### src/frame_tally_map.svh
`ifndef FRAME_TALLY_MAP_SVH
`define FRAME_TALLY_MAP_SVH
// ==========================================
// register byte offsets
`define REG_CHUNK_CTRL 12'h000
`define REG_CHUNK_KIND 12'h004
`define REG_COUNTER_CTRL 12'h008
`define REG_CLEAR_CMD 12'h00C
`define REG_FRAME_TALLY 12'h010
`define REG_STATUS 12'h014
// ==========================================
// field positions
`define CHUNK_ON_BIT 0
`define KIND_ON_BIT 8
`define ORIGIN_LSB 0
`define SLOT_BIT 4
`define EVENT_BIT 8
`define CLEAR_BIT 0
`define KIND_COUNT 2
// ==========================================
// reset values
`define TALLY_RESET 32'h0000_0000
// ==========================================
// chunk words appended per image
`define CHUNK_WORDS 2
`define CHUNK_TAG_TALLY 32'h0000_0001
`endif

### src/frame_tally_pkg.sv
package frame_tally_pkg;
    // ==========================================
    // clear origins
    typedef enum logic [1:0] {
        CLR_OFF,
        CLR_SOFTWARE,
        CLR_LINE_ONE,
        CLR_LINE_TWO
    } clear_origin_t;
    // ==========================================
    // chunk kinds
    typedef enum logic [0:0] {
        KIND_FRAME_TALLY,
        KIND_SPARE
    } chunk_kind_t;
    // ==========================================
    // payload kind
    typedef enum logic {
        PAYLOAD_IMAGE,
        PAYLOAD_CHUNK
    } payload_kind_t;
    // ==========================================
    // outgoing word
    typedef struct packed {
        logic [31:0] data;
        logic last;
        logic isChunk;
    } stream_word_t;
endpackage : frame_tally_pkg

### src/frame_tally_chunk_append.sv
// Function
// - chunk kind enable writes are refused unless chunk append is on
// - switching chunk append off clears every chunk kind enable
// - payload kind reports chunk data while chunk append is on
// - an enabled frame tally chunk is appended after the image as trailing words
// - frame tally is 32 bits, starts at zero, adds one per frame
// - tally wraps from all ones to zero and keeps counting
// - stopped continuous acquisition may leave gaps in tally values
// - picking frame tally kind and enabling it appends tally each image
// - tally is zero after power-up reset
// - clear origin: software, line one, line two or off blocks clears
// - clear origin defaults to off after power-up
// - software origin clears tally on the clear command
//
// Register access over APB and the address map were decided locally.
`timescale 1ns/1ps
`default_nettype none
`include "frame_tally_map.svh"
module frame_tally_chunk_append (
    input wire logic clk,
    input wire logic rst,
    input wire logic psel,
    input wire logic penable,
    input wire logic pwrite,
    input wire logic [11:0] paddr,
    input wire logic [31:0] pwdata,
    output logic [31:0] prdata,
    output logic pready,
    output logic pslverr,
    input wire logic frameBegin,
    input wire logic inputLineOne,
    input wire logic inputLineTwo,
    input wire logic [31:0] imgData,
    input wire logic imgValid,
    input wire logic imgLast,
    output logic imgReady,
    output frame_tally_pkg::stream_word_t outWord,
    output logic outValid,
    input wire logic outReady,
    output frame_tally_pkg::payload_kind_t payloadKind
);
    // ==========================================
    // bus access
    logic wrEn;
    logic hit;
    assign wrEn = psel & penable & pwrite;
    assign pready = 1'b1;
    assign hit = (paddr == `REG_CHUNK_CTRL) || (paddr == `REG_CHUNK_KIND)
        || (paddr == `REG_COUNTER_CTRL) || (paddr == `REG_CLEAR_CMD)
        || (paddr == `REG_FRAME_TALLY) || (paddr == `REG_STATUS);
    assign pslverr = psel & penable & ~hit;

    // ==========================================
    // configuration
    logic chunkAppendOn_q;
    frame_tally_pkg::chunk_kind_t chunkKindPick_q;
    logic [`KIND_COUNT-1:0] chunkKindOn_q;
    frame_tally_pkg::clear_origin_t clearOrigin_q;
    logic slotPick_q;
    logic eventOrigin_q;
    logic swClear;
    logic [31:0] tally;

    always_ff @(posedge clk or posedge rst) begin
        if (rst) begin
            chunkAppendOn_q <= 1'b0;
        end else if (wrEn && paddr == `REG_CHUNK_CTRL) begin
            chunkAppendOn_q <= pwdata[`CHUNK_ON_BIT];
        end
    end

    always_ff @(posedge clk or posedge rst) begin
        if (rst) begin
            chunkKindPick_q <= frame_tally_pkg::KIND_FRAME_TALLY;
        end else if (wrEn && paddr == `REG_CHUNK_KIND) begin
            chunkKindPick_q <= frame_tally_pkg::chunk_kind_t'(pwdata[0]);
        end
    end

    always_ff @(posedge clk or posedge rst) begin
        if (rst) begin
            chunkKindOn_q <= '0;
        end else if (wrEn && paddr == `REG_CHUNK_CTRL && !pwdata[`CHUNK_ON_BIT]) begin
            chunkKindOn_q <= '0;
        end else if (wrEn && paddr == `REG_CHUNK_KIND) begin
            if (chunkAppendOn_q || !pwdata[`KIND_ON_BIT]) begin
                chunkKindOn_q[pwdata[0]] <= pwdata[`KIND_ON_BIT];
            end
        end
    end

    always_ff @(posedge clk or posedge rst) begin
        if (rst) begin
            clearOrigin_q <= frame_tally_pkg::CLR_OFF;
            slotPick_q <= 1'b0;
            eventOrigin_q <= 1'b0;
        end else if (wrEn && paddr == `REG_COUNTER_CTRL) begin
            clearOrigin_q <= frame_tally_pkg::clear_origin_t'(pwdata[`ORIGIN_LSB +: 2]);
            slotPick_q <= pwdata[`SLOT_BIT];
            eventOrigin_q <= pwdata[`EVENT_BIT];
        end
    end

    assign swClear = wrEn && (paddr == `REG_CLEAR_CMD) && pwdata[`CLEAR_BIT];

    always_ff @(posedge clk or posedge rst) begin
        if (rst) begin
            prdata <= '0;
        end else if (psel && !penable && !pwrite) begin
            if (paddr == `REG_CHUNK_CTRL) begin
                prdata <= {31'h0, chunkAppendOn_q};
            end else if (paddr == `REG_CHUNK_KIND) begin
                prdata <= {23'h0, chunkKindOn_q[chunkKindPick_q], 7'h0, chunkKindPick_q};
            end else if (paddr == `REG_COUNTER_CTRL) begin
                prdata <= {23'h0, eventOrigin_q, 3'h0, slotPick_q, 2'h0, clearOrigin_q};
            end else if (paddr == `REG_FRAME_TALLY) begin
                prdata <= tally;
            end else if (paddr == `REG_STATUS) begin
                prdata <= {30'h0, chunkKindOn_q};
            end else begin
                prdata <= 32'h0000_0000;
            end
        end
    end

    // ==========================================
    // frame tally and clear sources
    logic riseOne;
    logic riseTwo;
    logic doClear;
    rise_sync u_syncOne (
        .clk(clk),
        .rst(rst),
        .din(inputLineOne),
        .rise(riseOne)
    );
    rise_sync u_syncTwo (
        .clk(clk),
        .rst(rst),
        .din(inputLineTwo),
        .rise(riseTwo)
    );

    always_comb begin
        case (clearOrigin_q)
            frame_tally_pkg::CLR_SOFTWARE: doClear = swClear;
            frame_tally_pkg::CLR_LINE_ONE: doClear = riseOne;
            frame_tally_pkg::CLR_LINE_TWO: doClear = riseTwo;
            default: doClear = 1'b0;
        endcase
    end

    // zero at reset, +1 per frame begin, wraps naturally
    tally_counter #(
        .WIDTH(32)
    ) u_tally (
        .clk(clk),
        .rst(rst),
        .clear(doClear),
        .step(frameBegin),
        .count(tally)
    );

    // ==========================================
    // image pass-through and chunk append
    typedef enum {
        ST_IMAGE,
        ST_CHUNK
    } state_t;
    state_t state_q;
    logic [31:0] snap_q;
    logic [0:0] word_q;
    logic takeImg;
    logic appendTally;

    assign payloadKind = chunkAppendOn_q ? frame_tally_pkg::PAYLOAD_CHUNK
        : frame_tally_pkg::PAYLOAD_IMAGE;
    assign appendTally = chunkAppendOn_q && chunkKindOn_q[frame_tally_pkg::KIND_FRAME_TALLY];
    assign imgReady = (state_q == ST_IMAGE) && (!outValid || outReady);
    assign takeImg = imgValid && imgReady;

    always_ff @(posedge clk or posedge rst) begin
        if (rst) begin
            snap_q <= '0;
        end else if (frameBegin) begin
            snap_q <= tally;
        end
    end

    always_ff @(posedge clk or posedge rst) begin
        if (rst) begin
            state_q <= ST_IMAGE;
            word_q <= 1'b0;
            outValid <= 1'b0;
            outWord <= '0;
        end else begin
            case (state_q)
                ST_IMAGE: begin
                    if (takeImg) begin
                        outValid <= 1'b1;
                        outWord <= '{data: imgData, last: imgLast && !appendTally,
                            isChunk: 1'b0};
                        if (imgLast && appendTally) begin
                            state_q <= ST_CHUNK;
                            word_q <= 1'b0;
                        end
                    end else if (outReady) begin
                        outValid <= 1'b0;
                    end
                end
                ST_CHUNK: begin
                    if (outReady) begin
                        outValid <= 1'b1;
                        if (word_q == 1'b0) begin
                            outWord <= '{data: `CHUNK_TAG_TALLY, last: 1'b0, isChunk: 1'b1};
                            word_q <= 1'b1;
                        end else begin
                            outWord <= '{data: snap_q, last: 1'b1, isChunk: 1'b1};
                            state_q <= ST_IMAGE;
                        end
                    end
                end
                default: state_q <= ST_IMAGE;
            endcase
        end
    end
endmodule : frame_tally_chunk_append
`default_nettype wire

### src/rise_sync.sv
`timescale 1ns/1ps
`default_nettype none
// ==========================================
// two-flop synchroniser with rising-edge pulse
module rise_sync (
    input wire logic clk,
    input wire logic rst,
    input wire logic din,
    output logic rise
);
    logic meta_q;
    logic sync_q;
    logic prev_q;
    always_ff @(posedge clk or posedge rst) begin
        if (rst) begin
            meta_q <= 1'b0;
            sync_q <= 1'b0;
            prev_q <= 1'b0;
        end else begin
            meta_q <= din;
            sync_q <= meta_q;
            prev_q <= sync_q;
        end
    end
    assign rise = sync_q & ~prev_q;
endmodule : rise_sync
`default_nettype wire

### src/tally_counter.sv
`timescale 1ns/1ps
`default_nettype none
`include "frame_tally_map.svh"
// ==========================================
// wrapping up-counter with clear
module tally_counter #(
    parameter int WIDTH = 32
) (
    input wire logic clk,
    input wire logic rst,
    input wire logic clear,
    input wire logic step,
    output logic [WIDTH-1:0] count
);
    always_ff @(posedge clk or posedge rst) begin
        if (rst) begin
            count <= WIDTH'(`TALLY_RESET);
        end else if (clear) begin
            count <= '0;
        end else if (step) begin
            count <= count + WIDTH'(1);
        end
    end
endmodule : tally_counter
`default_nettype wire

### config.mk
export PLATFORM = sky130hd
export DESIGN_NAME = frame_tally_chunk_append
export DESIGN_NICKNAME = d
export VERILOG_FILES = /design/src/frame_tally_pkg.sv /design/src/frame_tally_chunk_append.sv /design/src/rise_sync.sv /design/src/tally_counter.sv
export VERILOG_INCLUDE_DIRS = /design/src /design/src/src
export SDC_FILE = /design/constraint.sdc
export NUM_CORES = 1
export LEC_CHECK = 0
export ABC_CLOCK_PERIOD_IN_PS = 9700
export BUFFER_PORTS_ARGS = -buffer_cell sky130_fd_sc_hd__buf_2
export CORE_ASPECT_RATIO = 1.2
export CORE_MARGIN = 4
export CORE_UTILIZATION = 55
export CTS_CLUSTER_DIAMETER = 200
export CTS_CLUSTER_SIZE = 8
export DETAILED_ROUTE_END_ITERATION = 7
export PLACE_DENSITY = 0.87
export SLEW_MARGIN = 40
export SYNTH_ARGS = -nofsm -noshare
export SYNTH_HDL_FRONTEND = slang
export SYNTH_SLANG_ARGS = --single-unit
### constraint.sdc
create_clock -name clk -period 9.7 [get_ports clk]
set_input_delay 0.485 -clock clk [delete_from_list [all_inputs] [get_ports clk]]
set_output_delay 0.485 -clock clk [all_outputs]
set_load 0.02 [all_outputs]
* Word-level counts from Yosys, hierarchy flattened
Index checks and enable logic that the tools add are counted.
** Word-level totals
- Register bits after elaboration :: 178
- Bits in latches :: 0
- Bits in writable memories :: 0
- ROM bits :: 0
- Input bits :: 87
- Output and inout bits :: 71
- Logic and storage cells :: 119
- Memories kept :: 0
** Cells by class
- $add $sub $neg :: 1
- $mul :: 0
- Divide/modulo/power cells :: 0
- $lt $le $gt $ge :: 3
- Equal/unequal tests :: 14
- Shifts and indexed selects :: 0
- Mux-type cells :: 33
- Bitwise logic cells :: 8
- Reductions and logical operators :: 39
** Operator list (count)
- 32-bit two-way mux :: 10
- 34-bit two-way mux :: 3
- 34-bit case mux with 2 select lines :: 1
- 32-bit logical NOT :: 2
- 32-bit case mux with 2 select lines :: 1
- 32-bit by 1-bit adder with 32-bit output, second input constant :: 1
- 32-bit by 1-bit == test with 1-bit output, second input constant :: 1
- 12-bit by 4-bit == test with 1-bit output, second input constant :: 2
- 12-bit by 5-bit == test with 1-bit output, second input constant :: 2
- 1-bit logical AND :: 14
- 12-bit by 3-bit == test with 1-bit output, second input constant :: 1
- 12-bit logical NOT :: 1
- 1-bit two-way mux :: 9
- 2-bit two-way mux :: 4
- 2-bit != test, second input constant :: 4
- 4-bit AND reduction :: 2
- 2-bit nonzero test :: 4
- 1-bit logical OR :: 7
- 1-bit logical NOT :: 6
- 3-bit AND reduction :: 2
- 1-bit AND :: 5
- 2-bit == test, second input constant :: 2
- 1-bit by 2-bit less-than comparator with 1-bit output, second input constant :: 2
- 1-bit case mux with 2 select lines :: 2
- other kinds (8) :: 10

* Longest topological paths before layout
Gate-level depths: netlist (run 1).
- Word-level depth :: 8
- Gate-level depth with buffers :: 7
- Mapped depth without buffers :: 5

* Hierarchy
From an unflattened synthesis (run 1), not the netlist that was laid out.
** Unflattened totals
- Cell total of the unflattened synthesis :: 601
- Area total of the unflattened synthesis :: 6635.1 um^2
** By module, submodules not included
- frame_tally_chunk_append :: times used 1, cells an instance 407, area an instance 4700.8 um^2, seq. area each 2727.6 um^2
- tally_counter :: times used 1, cells an instance 184, area an instance 1749.2 um^2, seq. area each 800.8 um^2
- rise_sync :: times used 2, cells an instance 5, area an instance 92.6 um^2, seq. area each 75.1 um^2

* Worst setup path after synthesis (run 1)
No wires, ideal clock.
- Path kind :: input to register
- Start point :: input penable
- End point :: register prdata[10]
- Library setup time :: 66 ps
- Arrival time :: 1791 ps
- Data required time :: 9634 ps
- Path slack :: 7844 ps
- Stages on the path :: 5
- Path buffers :: 2
- Cells stage by stage :: or3b_1 -> buf_2 -> nor4b_4 -> buf_6 -> a22o_1
** On the way
- Cells in the longest elaborated chain, start to end :: 3
** RTL lines
- from (decl) :: RTL line frame_tally_chunk_append.sv:23 : input wire logic penable,
- 1-bit logical NOT :: RTL line frame_tally_chunk_append.sv:109 : end else if (psel && !penable && !pwrite) begin
- 1-bit logical AND (2 in a row) :: RTL line frame_tally_chunk_append.sv:109
- to (signal assigned) :: RTL line frame_tally_chunk_append.sv:111 : prdata <= {31'h0, chunkAppendOn_q};
- to (signal assigned) :: RTL line frame_tally_chunk_append.sv:113 : prdata <= {23'h0, chunkKindOn_q[chunkKindPick_q], 7'h0, chunkKindPick_q};
- to (signal assigned) :: RTL line frame_tally_chunk_append.sv:115 : prdata <= {23'h0, eventOrigin_q, 3'h0, slotPick_q, 2'h0, clearOrigin_q};
- to (decl) :: RTL line frame_tally_chunk_append.sv:27 : output logic [31:0] prdata,
No other way between the ends.
A chain may end at the register's enable or synchronous reset.

* Worst setup path after layout (run 1)
- Start point :: register state_q[0]
- End point :: register outWord[8] in the netlist's numbering
** On the way
- Cells in the longest elaborated chain, start to end :: 5
- Elaborated cells between the ends (all ways) :: 10
- Those cells by class :: eq/ne: 3; mux: 1; reduce/logical: 6
** RTL lines
- from (decl) :: RTL line frame_tally_chunk_append.sv:170 : state_t state_q;
- from (signal assigned) :: RTL line frame_tally_chunk_append.sv:192 : state_q <= ST_IMAGE;
- from (signal assigned) :: RTL line frame_tally_chunk_append.sv:204 : state_q <= ST_CHUNK;
- from (signal assigned) :: RTL line frame_tally_chunk_append.sv:219 : state_q <= ST_IMAGE;
- 32-bit logical NOT :: RTL line frame_tally_chunk_append.sv:179 : assign imgReady = (state_q == ST_IMAGE) && (!outValid || outReady);
- 1-bit logical AND :: RTL line frame_tally_chunk_append.sv:179
- 1-bit logical AND :: RTL line frame_tally_chunk_append.sv:180 : assign takeImg = imgValid && imgReady;
- 2-bit != test (no line)
- 3-bit AND reduction (no line)
- to (signal assigned) :: RTL line frame_tally_chunk_append.sv:201 : outWord <= '{data: imgData, last: imgLast && !appendTally,
- to (signal assigned) :: RTL line frame_tally_chunk_append.sv:215 : outWord <= '{data: `CHUNK_TAG_TALLY, last: 1'b0, isChunk: 1'b1};
- to (signal assigned) :: RTL line frame_tally_chunk_append.sv:218 : outWord <= '{data: snap_q, last: 1'b1, isChunk: 1'b1};
- to (decl) :: RTL line frame_tally_chunk_append.sv:37 : output frame_tally_pkg::stream_word_t outWord,
Parallel ways exist; a longest one is shown, timed or not.

==> results.py, run 1 <==
metrics = {
    "status": {
        "status": "completed",
    },
    "clock_tree": {
        "clk_latency_ns": 0.42,
        "clock_path_buffers": 2,
        "cts_tree": "done",
        "cts_root_buf": "clkbuf_16",
        "clk_pin_slew_worst_paths_ns": 0.06,
        "post_cts_buffers": 0,
        "clock-sinks": 147,
        "cts_htree_levels": 4,
        "cts_resized": 0,
        "cts-buffers-inserted": 17,
        "hold_buffers": 0,
    },
    "layout": {
        "final_layout_size_suffix_gt1_share_pct": 30.75,
        "layout.nets": 772,
        "num_antenna_cells": 0,
        "syn2layout_area_growth_pct": 19.44,
        "fin_util_pct": 67.46,
        "fillers": 856,
    },
    "yosys": {
        "ys.flop_type": "dfrtp_1",
        "ys_top_cells_by_area": "dfrtp_1 56%, mux2_2 6.7%, a22o_1 4.0%, nand2_1 2.8%, a21oi_1 2.6%",
        "ys_ff_latch": 147,
        "seq_area_frac_synth_pct": 56.04,
        "synth_nets": 664,
        "synthCells": 576,
        "async_reset_ff_share_pct": 100.0,
        "synth-edff-count": 0,
        "synth_area_leader_cell": "dfrtp_1",
        "syn_area_um2": 6564,
        "avgSynthCellArea_um2": 11.40,
        "synth_cell_types": 55,
        "netlist.area_leader.share_pct": 56.04,
        "ys_warn_count": 0,
    },
    "global_routing": {
        "first_global_vias": 5116,
        "grt_max_degree": 80,
        "antenna_found_initial": 0,
        "grt_usage_pct": 24.32,
        "grt-ovfl-total": 0,
        "grt_pass1_wl_mm": 26.27,
    },
    "die": {
        "core_area_um2": 11620,
        "fp.dieArea_um2": 13750,
        "rows": 43,
        "start_util_pct": 56.48,
        "ios": 158,
        "chipWidth_um": 107.7,
        "die_h_um": 127.7,
    },
    "placement": {
        "hpwl_mm": 10.73,
        "io_buffers": 128,
        "gp_congestion": 0.8253,
    },
    "sta": {
        "setup_violations": 0,
        "hold_viol_final": 0,
        "finalCriticalPeriod_ns": 2.922,
        "slew_headroom_pct": 45.41,
        "finalMaxSlewViolations": 0,
        "hold_ws_ns": 0.1545,
        "tns_ns": 0,
        "grt_setup_unrepaired": "false",
        "finalCritPeriodShare_pct": 30.13,
        "skew_ns": 0.01195,
        "clock.fmax_ghz": 0.3422,
        "worst_pin_slew_ns": 0.8158,
    },
    "setup_path": {
        "slowest_stage": "dfrtp_1",
        "reg2reg_slack_ns": 6.78,
        "critPathLaunchType": "flop",
        "critPathTopFamily": "buffers and inverters",
        "worstPathMaxFanout": 39,
        "slowest_delay_ns": 0.77,
        "cp_num_buf_inv": 2,
        "cp-end-kind": "flop",
        "path_class": "flop to flop",
        "critPathRequiredTime_ns": 9.98,
        "path_cells": "clkinv_2 -> a31oi_4 -> buf_4 -> o21ai_0",
        "cp_data_arrival_time_ns": 3.20,
    },
    "detailed_routing": {
        "first_iter_violations": 482,
        "wl_met1_mm": 6.603,
        "drtAntennaViolNets": 0,
        "wl_mm": 16.14,
        "top_layer": "met4",
        "drt-wirelength-per-cell_um": 18.92,
        "drt_first_pass_iters": 5,
        "routed-wl-met3_mm": 1.230,
        "vias": 5176,
        "dr_wl_met2_mm": 7.976,
        "viasPerCell": 6.068,
        "drc": 0,
    },
    "pwr": {
        "ir_worst_vdd_v": 0.0001285,
        "power_density_nw_per_um2": 197.6,
        "leakage_nw": 3.873,
    },
    "run": {
        "maxCapViolations": 0,
    },
    "worst_hold_path": {
        "min_path_type": "input pin to async pin",
    },
}
worst reg2reg max path, cell delays in order (launching register included):
cell	delay, ns
dfrtp_1	0.77
clkinv_2	0.63
a31oi_4	0.76
buf_4	0.44
o21ai_0	0.18
report_power, final:
| group | total (W) | internal (W) | leakage [nW] | switching, W |
|---|---|---|---|---|
| clock | 0.000659 | 0.000416 | 0.290 | 0.000243 |
| combinational | 0.000173 | 0.0000690 | 1.63 | 0.000104 |
| sequential | 0.000717 | 0.000663 | 1.95 | 0.0000545 |
| total | 0.00155 | 0.00115 | 3.87 | 0.000401 |
final cells by class:
| class | instances | area [um2] | area share (%) |
|---|---|---|---|
| multi-input cells | 378 | 2660 | 33.93 |
| clock inverters | 9 | 130.1 | 1.660 |
| flip-flops and latches | 147 | 3679 | 46.92 |
| repair buffers | 132 | 674.4 | 8.602 |
| inverters | 8 | 36.28 | 0.4628 |
| clock buffers | 22 | 464.2 | 5.921 |
| well taps | 157 | 196.4 | 2.506 |
flip-flops by register name (all words and copies together), names as in the netlist:
register	cells
chunkAppendOn_q	1
chunkKindOn_q	2
chunkKindPick_q	1
clearOrigin_q	2
eventOrigin_q	1
outValid	1
outWord	34
prdata	32
slotPick_q	1
snap_q	32
state_q	1
u_syncOne.meta_q	1
u_syncOne.prev_q	1
u_syncOne.sync_q	1
u_syncTwo.meta_q	1
u_syncTwo.prev_q	1
u_syncTwo.sync_q	1
u_tally.count	32
word_q	1
cell usage in the layout (no fill, tap or decap), drive strengths merged, types with 3 or more instances in the layout:
| master | count |
|---|---|
| o211ai | 5 |
| nor2b | 4 |
| a22o | 30 |
| a22oi | 19 |
| clkbuf | 22 |
| clkinv | 6 |
| nor3 | 4 |
| and4 | 6 |
| dfrtp | 147 |
| o31ai | 14 |
| nand4 | 14 |
| nand2 | 49 |
| buf | 132 |
| and3 | 5 |
| a21oi | 35 |
| nor2 | 18 |
| or3 | 6 |
| nor4 | 3 |
| a21o | 14 |
| nand3 | 27 |
| xnor2 | 4 |
| mux2 | 39 |
| and2 | 6 |
| mux2i | 5 |
| or4 | 12 |
| o22ai | 3 |
| bufinv | 3 |
| inv | 7 |
| xor2 | 8 |
| o21ai | 27 |
kinds of logic after synthesis:
logic type / count (synthesis) / share of synthesized area [%]
other cells: 1 / 0.05713
buf+inv: 51 / 3.831
mux: 44 / 7.453
compound gates: 157 / 16.26
flops: 147 / 56.04
simple gates: 163 / 14.56
fa+ha+maj: 1 / 0.1906
xor+xnor: 12 / 1.601
path summary, 6_finish.rpt:
path,startpoint,end,depth (start not counted)
max,state_q[0],outWord[8],4
min,rst,u_tally.count[16],2
max reg2reg,state_q[0],outWord[8],4
min reg2reg,u_syncTwo.meta_q,u_syncTwo.sync_q,0
max in group asynchronous,rst,u_tally.count[23],3
min in group clk,inputLineOne,u_syncOne.meta_q,1
cells in the mapped netlist (all sizes together) (2+ instances only):
cell type and instances:
dfrtp 147, nand2 49, mux2 39, a21oi 35, a22o 30, nand3 27, o21ai 27, buf 22
clkbuf 21, a22oi 19, nor2 18, a21o 14, nand4 14, o31ai 14, or4 12, xor2 8
inv 7, and2 6, and4 6, or3 6, and3 5, mux2i 5, o211ai 5, nor2b 4
nor3 4, xnor2 4, nor4 3, o22ai 3, a31oi 2, a41oi 2, and3b 2, nand2b 2
nor4b 2, o21a 2, o41ai 2
per-layer routing:
metal,GRT usage (%),up-vias
met3,7.103,31
li1,-,2342
met1,32.48,2564
met4,8.321,0
met5,0,-
met2,38.29,239
through the flow:
step                      setup slack, ns  instance area, um2  total power [W]  std cells
final                               6.778                7840         0.001549        853
after global placement              6.491                7233        0.0008797        822
after CTS                           6.821                7840         0.001555        853
after floorplan                     5.264                6564        0.0008271        576
after global routing                6.528                7840         0.001607        853
after detailed placement            6.878                7246        0.0008939        822
Note: power is estimated with default switching activity, not from simulation.
==> inputs of run 2 (changes only) <==
--- a/config.mk
+++ b/config.mk
@@ -6,15 +6,15 @@
 export SDC_FILE = /design/constraint.sdc
 export NUM_CORES = 1
 export LEC_CHECK = 0
-export ABC_CLOCK_PERIOD_IN_PS = 9700
+export ABC_CLOCK_PERIOD_IN_PS = 2800
 export BUFFER_PORTS_ARGS = -buffer_cell sky130_fd_sc_hd__buf_2
 export CORE_ASPECT_RATIO = 1.2
 export CORE_MARGIN = 4
-export CORE_UTILIZATION = 55
+export CORE_UTILIZATION = 54
 export CTS_CLUSTER_DIAMETER = 200
 export CTS_CLUSTER_SIZE = 8
 export DETAILED_ROUTE_END_ITERATION = 7
-export PLACE_DENSITY = 0.87
+export PLACE_DENSITY = 0.85
 export SLEW_MARGIN = 40
 export SYNTH_ARGS = -nofsm -noshare
 export SYNTH_HDL_FRONTEND = slang
==> constraint.sdc (replaced) <==
create_clock -name clk -period 2.8 [get_ports clk]
set_input_delay 0.14 -clock clk [delete_from_list [all_inputs] [get_ports clk]]
set_output_delay 0.14 -clock clk [all_outputs]
set_load 0.02 [all_outputs]
==> run 2 against run 1 <==
Power increased to 3.7 times the previous value. Utilization increased by 1.5 points. Highest routed layer unchanged. Sequential power increased to 3.5 times the previous value.
==> results.py, run 2 (same netlist as run 1, synthesis figures left out) <==
metrics = {
    "sta": {
        "clock.fmax_ghz": 0.4574,
        "finalCritPeriodShare_pct": 78.08,
        "tns_ns": 0,
        "finalMaxSlewViolations": 0,
        "grt_setup_unrepaired": "false",
        "hold_viol_final": 0,
        "skew_ns": 0.006709,
        "slew_headroom_pct": 47.14,
        "worst_pin_slew_ns": 0.7928,
        "setup_violations": 0,
        "finalCriticalPeriod_ns": 2.186,
    },
    "clock_tree": {
        "cts_root_buf": "clkbuf_16",
        "cts_htree_levels": 4,
        "cts-buffers-inserted": 17,
        "clk_latency_ns": 0.41,
        "cts_resized": 0,
        "cts_tree": "done",
        "clock-sinks": 147,
        "clock_path_buffers": 2,
        "clk_pin_slew_worst_paths_ns": 0.06,
    },
    "detailed_routing": {
        "drt-wirelength-per-cell_um": 18.64,
        "wl_mm": 16.23,
        "drt_first_pass_iters": 5,
        "first_iter_violations": 456,
        "viasPerCell": 5.972,
        "drc": 0,
        "vias": 5202,
        "drtAntennaViolNets": 0,
    },
    "die": {
        "die_h_um": 128.8,
        "start_util_pct": 55.96,
        "core_area_um2": 11730,
        "fp.dieArea_um2": 13990,
        "ios": 158,
        "rows": 43,
        "chipWidth_um": 108.6,
    },
    "global_routing": {
        "grt-ovfl-total": 0,
        "grt_pass1_wl_mm": 26.83,
        "first_global_vias": 5245,
        "antenna_found_initial": 0,
        "grt_usage_pct": 24.30,
        "grt_max_degree": 39,
    },
    "run": {
        "maxCapViolations": 0,
    },
    "setup_path": {
        "critPathRequiredTime_ns": 3.13,
        "path_class": "flop to flop",
        "slowest_stage": "and4_1",
        "cp_num_buf_inv": 0,
        "path_cells": "and4_1 -> nand4_4 -> or4_1 -> a21oi_1",
        "cp-end-kind": "flop",
        "slowest_delay_ns": 0.60,
        "critPathTopFamily": "simple AND/OR/NAND/NOR gates",
        "cp_data_arrival_time_ns": 2.52,
        "worstPathMaxFanout": 10,
        "critPathLaunchType": "flop",
    },
    "layout": {
        "largest-register": "outWord",
        "postLayoutCellArea_um2": 8085,
        "largest_reg_flops": 34,
        "seq_area_um2": 3679,
        "fillers": 844,
        "final_cell_mix": "147 x dfrtp_1, 128 x buf_2, 49 x nand2_1",
        "layout.nets": 789,
        "multi_input_comb_area_um2": 2653,
        "num_antenna_cells": 0,
        "layout_commonest_cell": "dfrtp_1",
        "syn2layout_area_growth_pct": 23.18,
        "stdcell_count": 871,
        "final_layout_size_suffix_gt1_share_pct": 31.51,
    },
    "placement": {
        "gp_congestion": 0.8656,
        "io_buffers": 128,
        "placed_area_um2": 7320,
        "hpwl_mm": 11.12,
        "dp.cells": 832,
    },
    "pwr": {
        "pwr-share-comb_pct": 10.5,
        "power_density_nw_per_um2": 705.8,
        "clockPowerShare_pct": 45.9,
        "total_power_w": 0.005707,
        "p_seq_share_pct": 43.6,
        "p_sw_share_pct": 23.92,
        "ir_worst_vdd_v": 0.0004266,
        "power.switching_w": 0.001365,
        "leakage_nw": 3.999,
        "power.internal_w": 0.004342,
    },
    "status": {
        "status": "completed",
    },
    "worst_hold_path": {
        "min_path_type": "input pin to flop",
    },
}
==> run 2: final timing paths <==
kind | start | to | slack (ns) | depth (start not counted)
hold / removal | pwdata[0] | chunkKindOn_q[0] | 0.03 | 2
max in group asynchronous | rst | u_syncOne.meta_q | 1.63 | 4
hold reg to reg | u_syncOne.meta_q | u_syncOne.sync_q | 0.34 | 0
setup / recovery | u_tally.count[3] | u_tally.count[20] | 0.61 | 4
min in group asynchronous | rst | snap_q[7] | 0.39 | 3
setup reg to reg | u_tally.count[3] | u_tally.count[20] | 0.61 | 4
==> run 2: power groups by stage <==
stage / sequential [W] / clock [W] / combinational (W)
CTS: 0.00248 / 0.00264 / 0.000605
floorplan: 0.00252 / 0 / 0.000344
detailed placement: 0.00251 / 0 / 0.000592
global placement: 0.00249 / 0 / 0.000566
finish: 0.00249 / 0.00262 / 0.000600
global route: 0.00250 / 0.00274 / 0.000660
==> run 2: cell type report <==
type,count,area share (%)
Clock buffer,24,6.206
Timing Repair Buffer,149,10.24
Sequential cell,147,45.50
Clock inverter,8,2.399
Inverter,8,0.4178
Multi-Input combinational cell,378,32.81
Tap cell,157,2.430
==> run 2: what timing repair did <==
item / CTS / global route
setup endpoints to repair: 0 / 0
buffers inserted: 0 / 0
hold endpoints to repair: 35 / 0
hold buffers: 7 / 0
==> run 2: routing by layer <==
metal,global-route usage [%],vias up,share of wire [%]
met5,0,-,0
met1,32.17,2559,41
li1,-,2371,-
met2,39.21,234,49
met3,5.770,38,7.9
met4,8.915,0,2.5
==> run 2: stage by stage <==
step / worst slack [ns] / hold WS [ns] / utilization (%)
after floorplan: 0.8130 / 0.1714 / -
after global placement: 0.7096 / 0.2478 / 62.41
after detailed placement: 0.6995 / 0.2503 / 62.41
after CTS: 0.6630 / 0.01591 / 68.94
after global routing: 0.4917 / 0.02888 / 68.94
final: 0.6139 / 0.02995 / 68.94
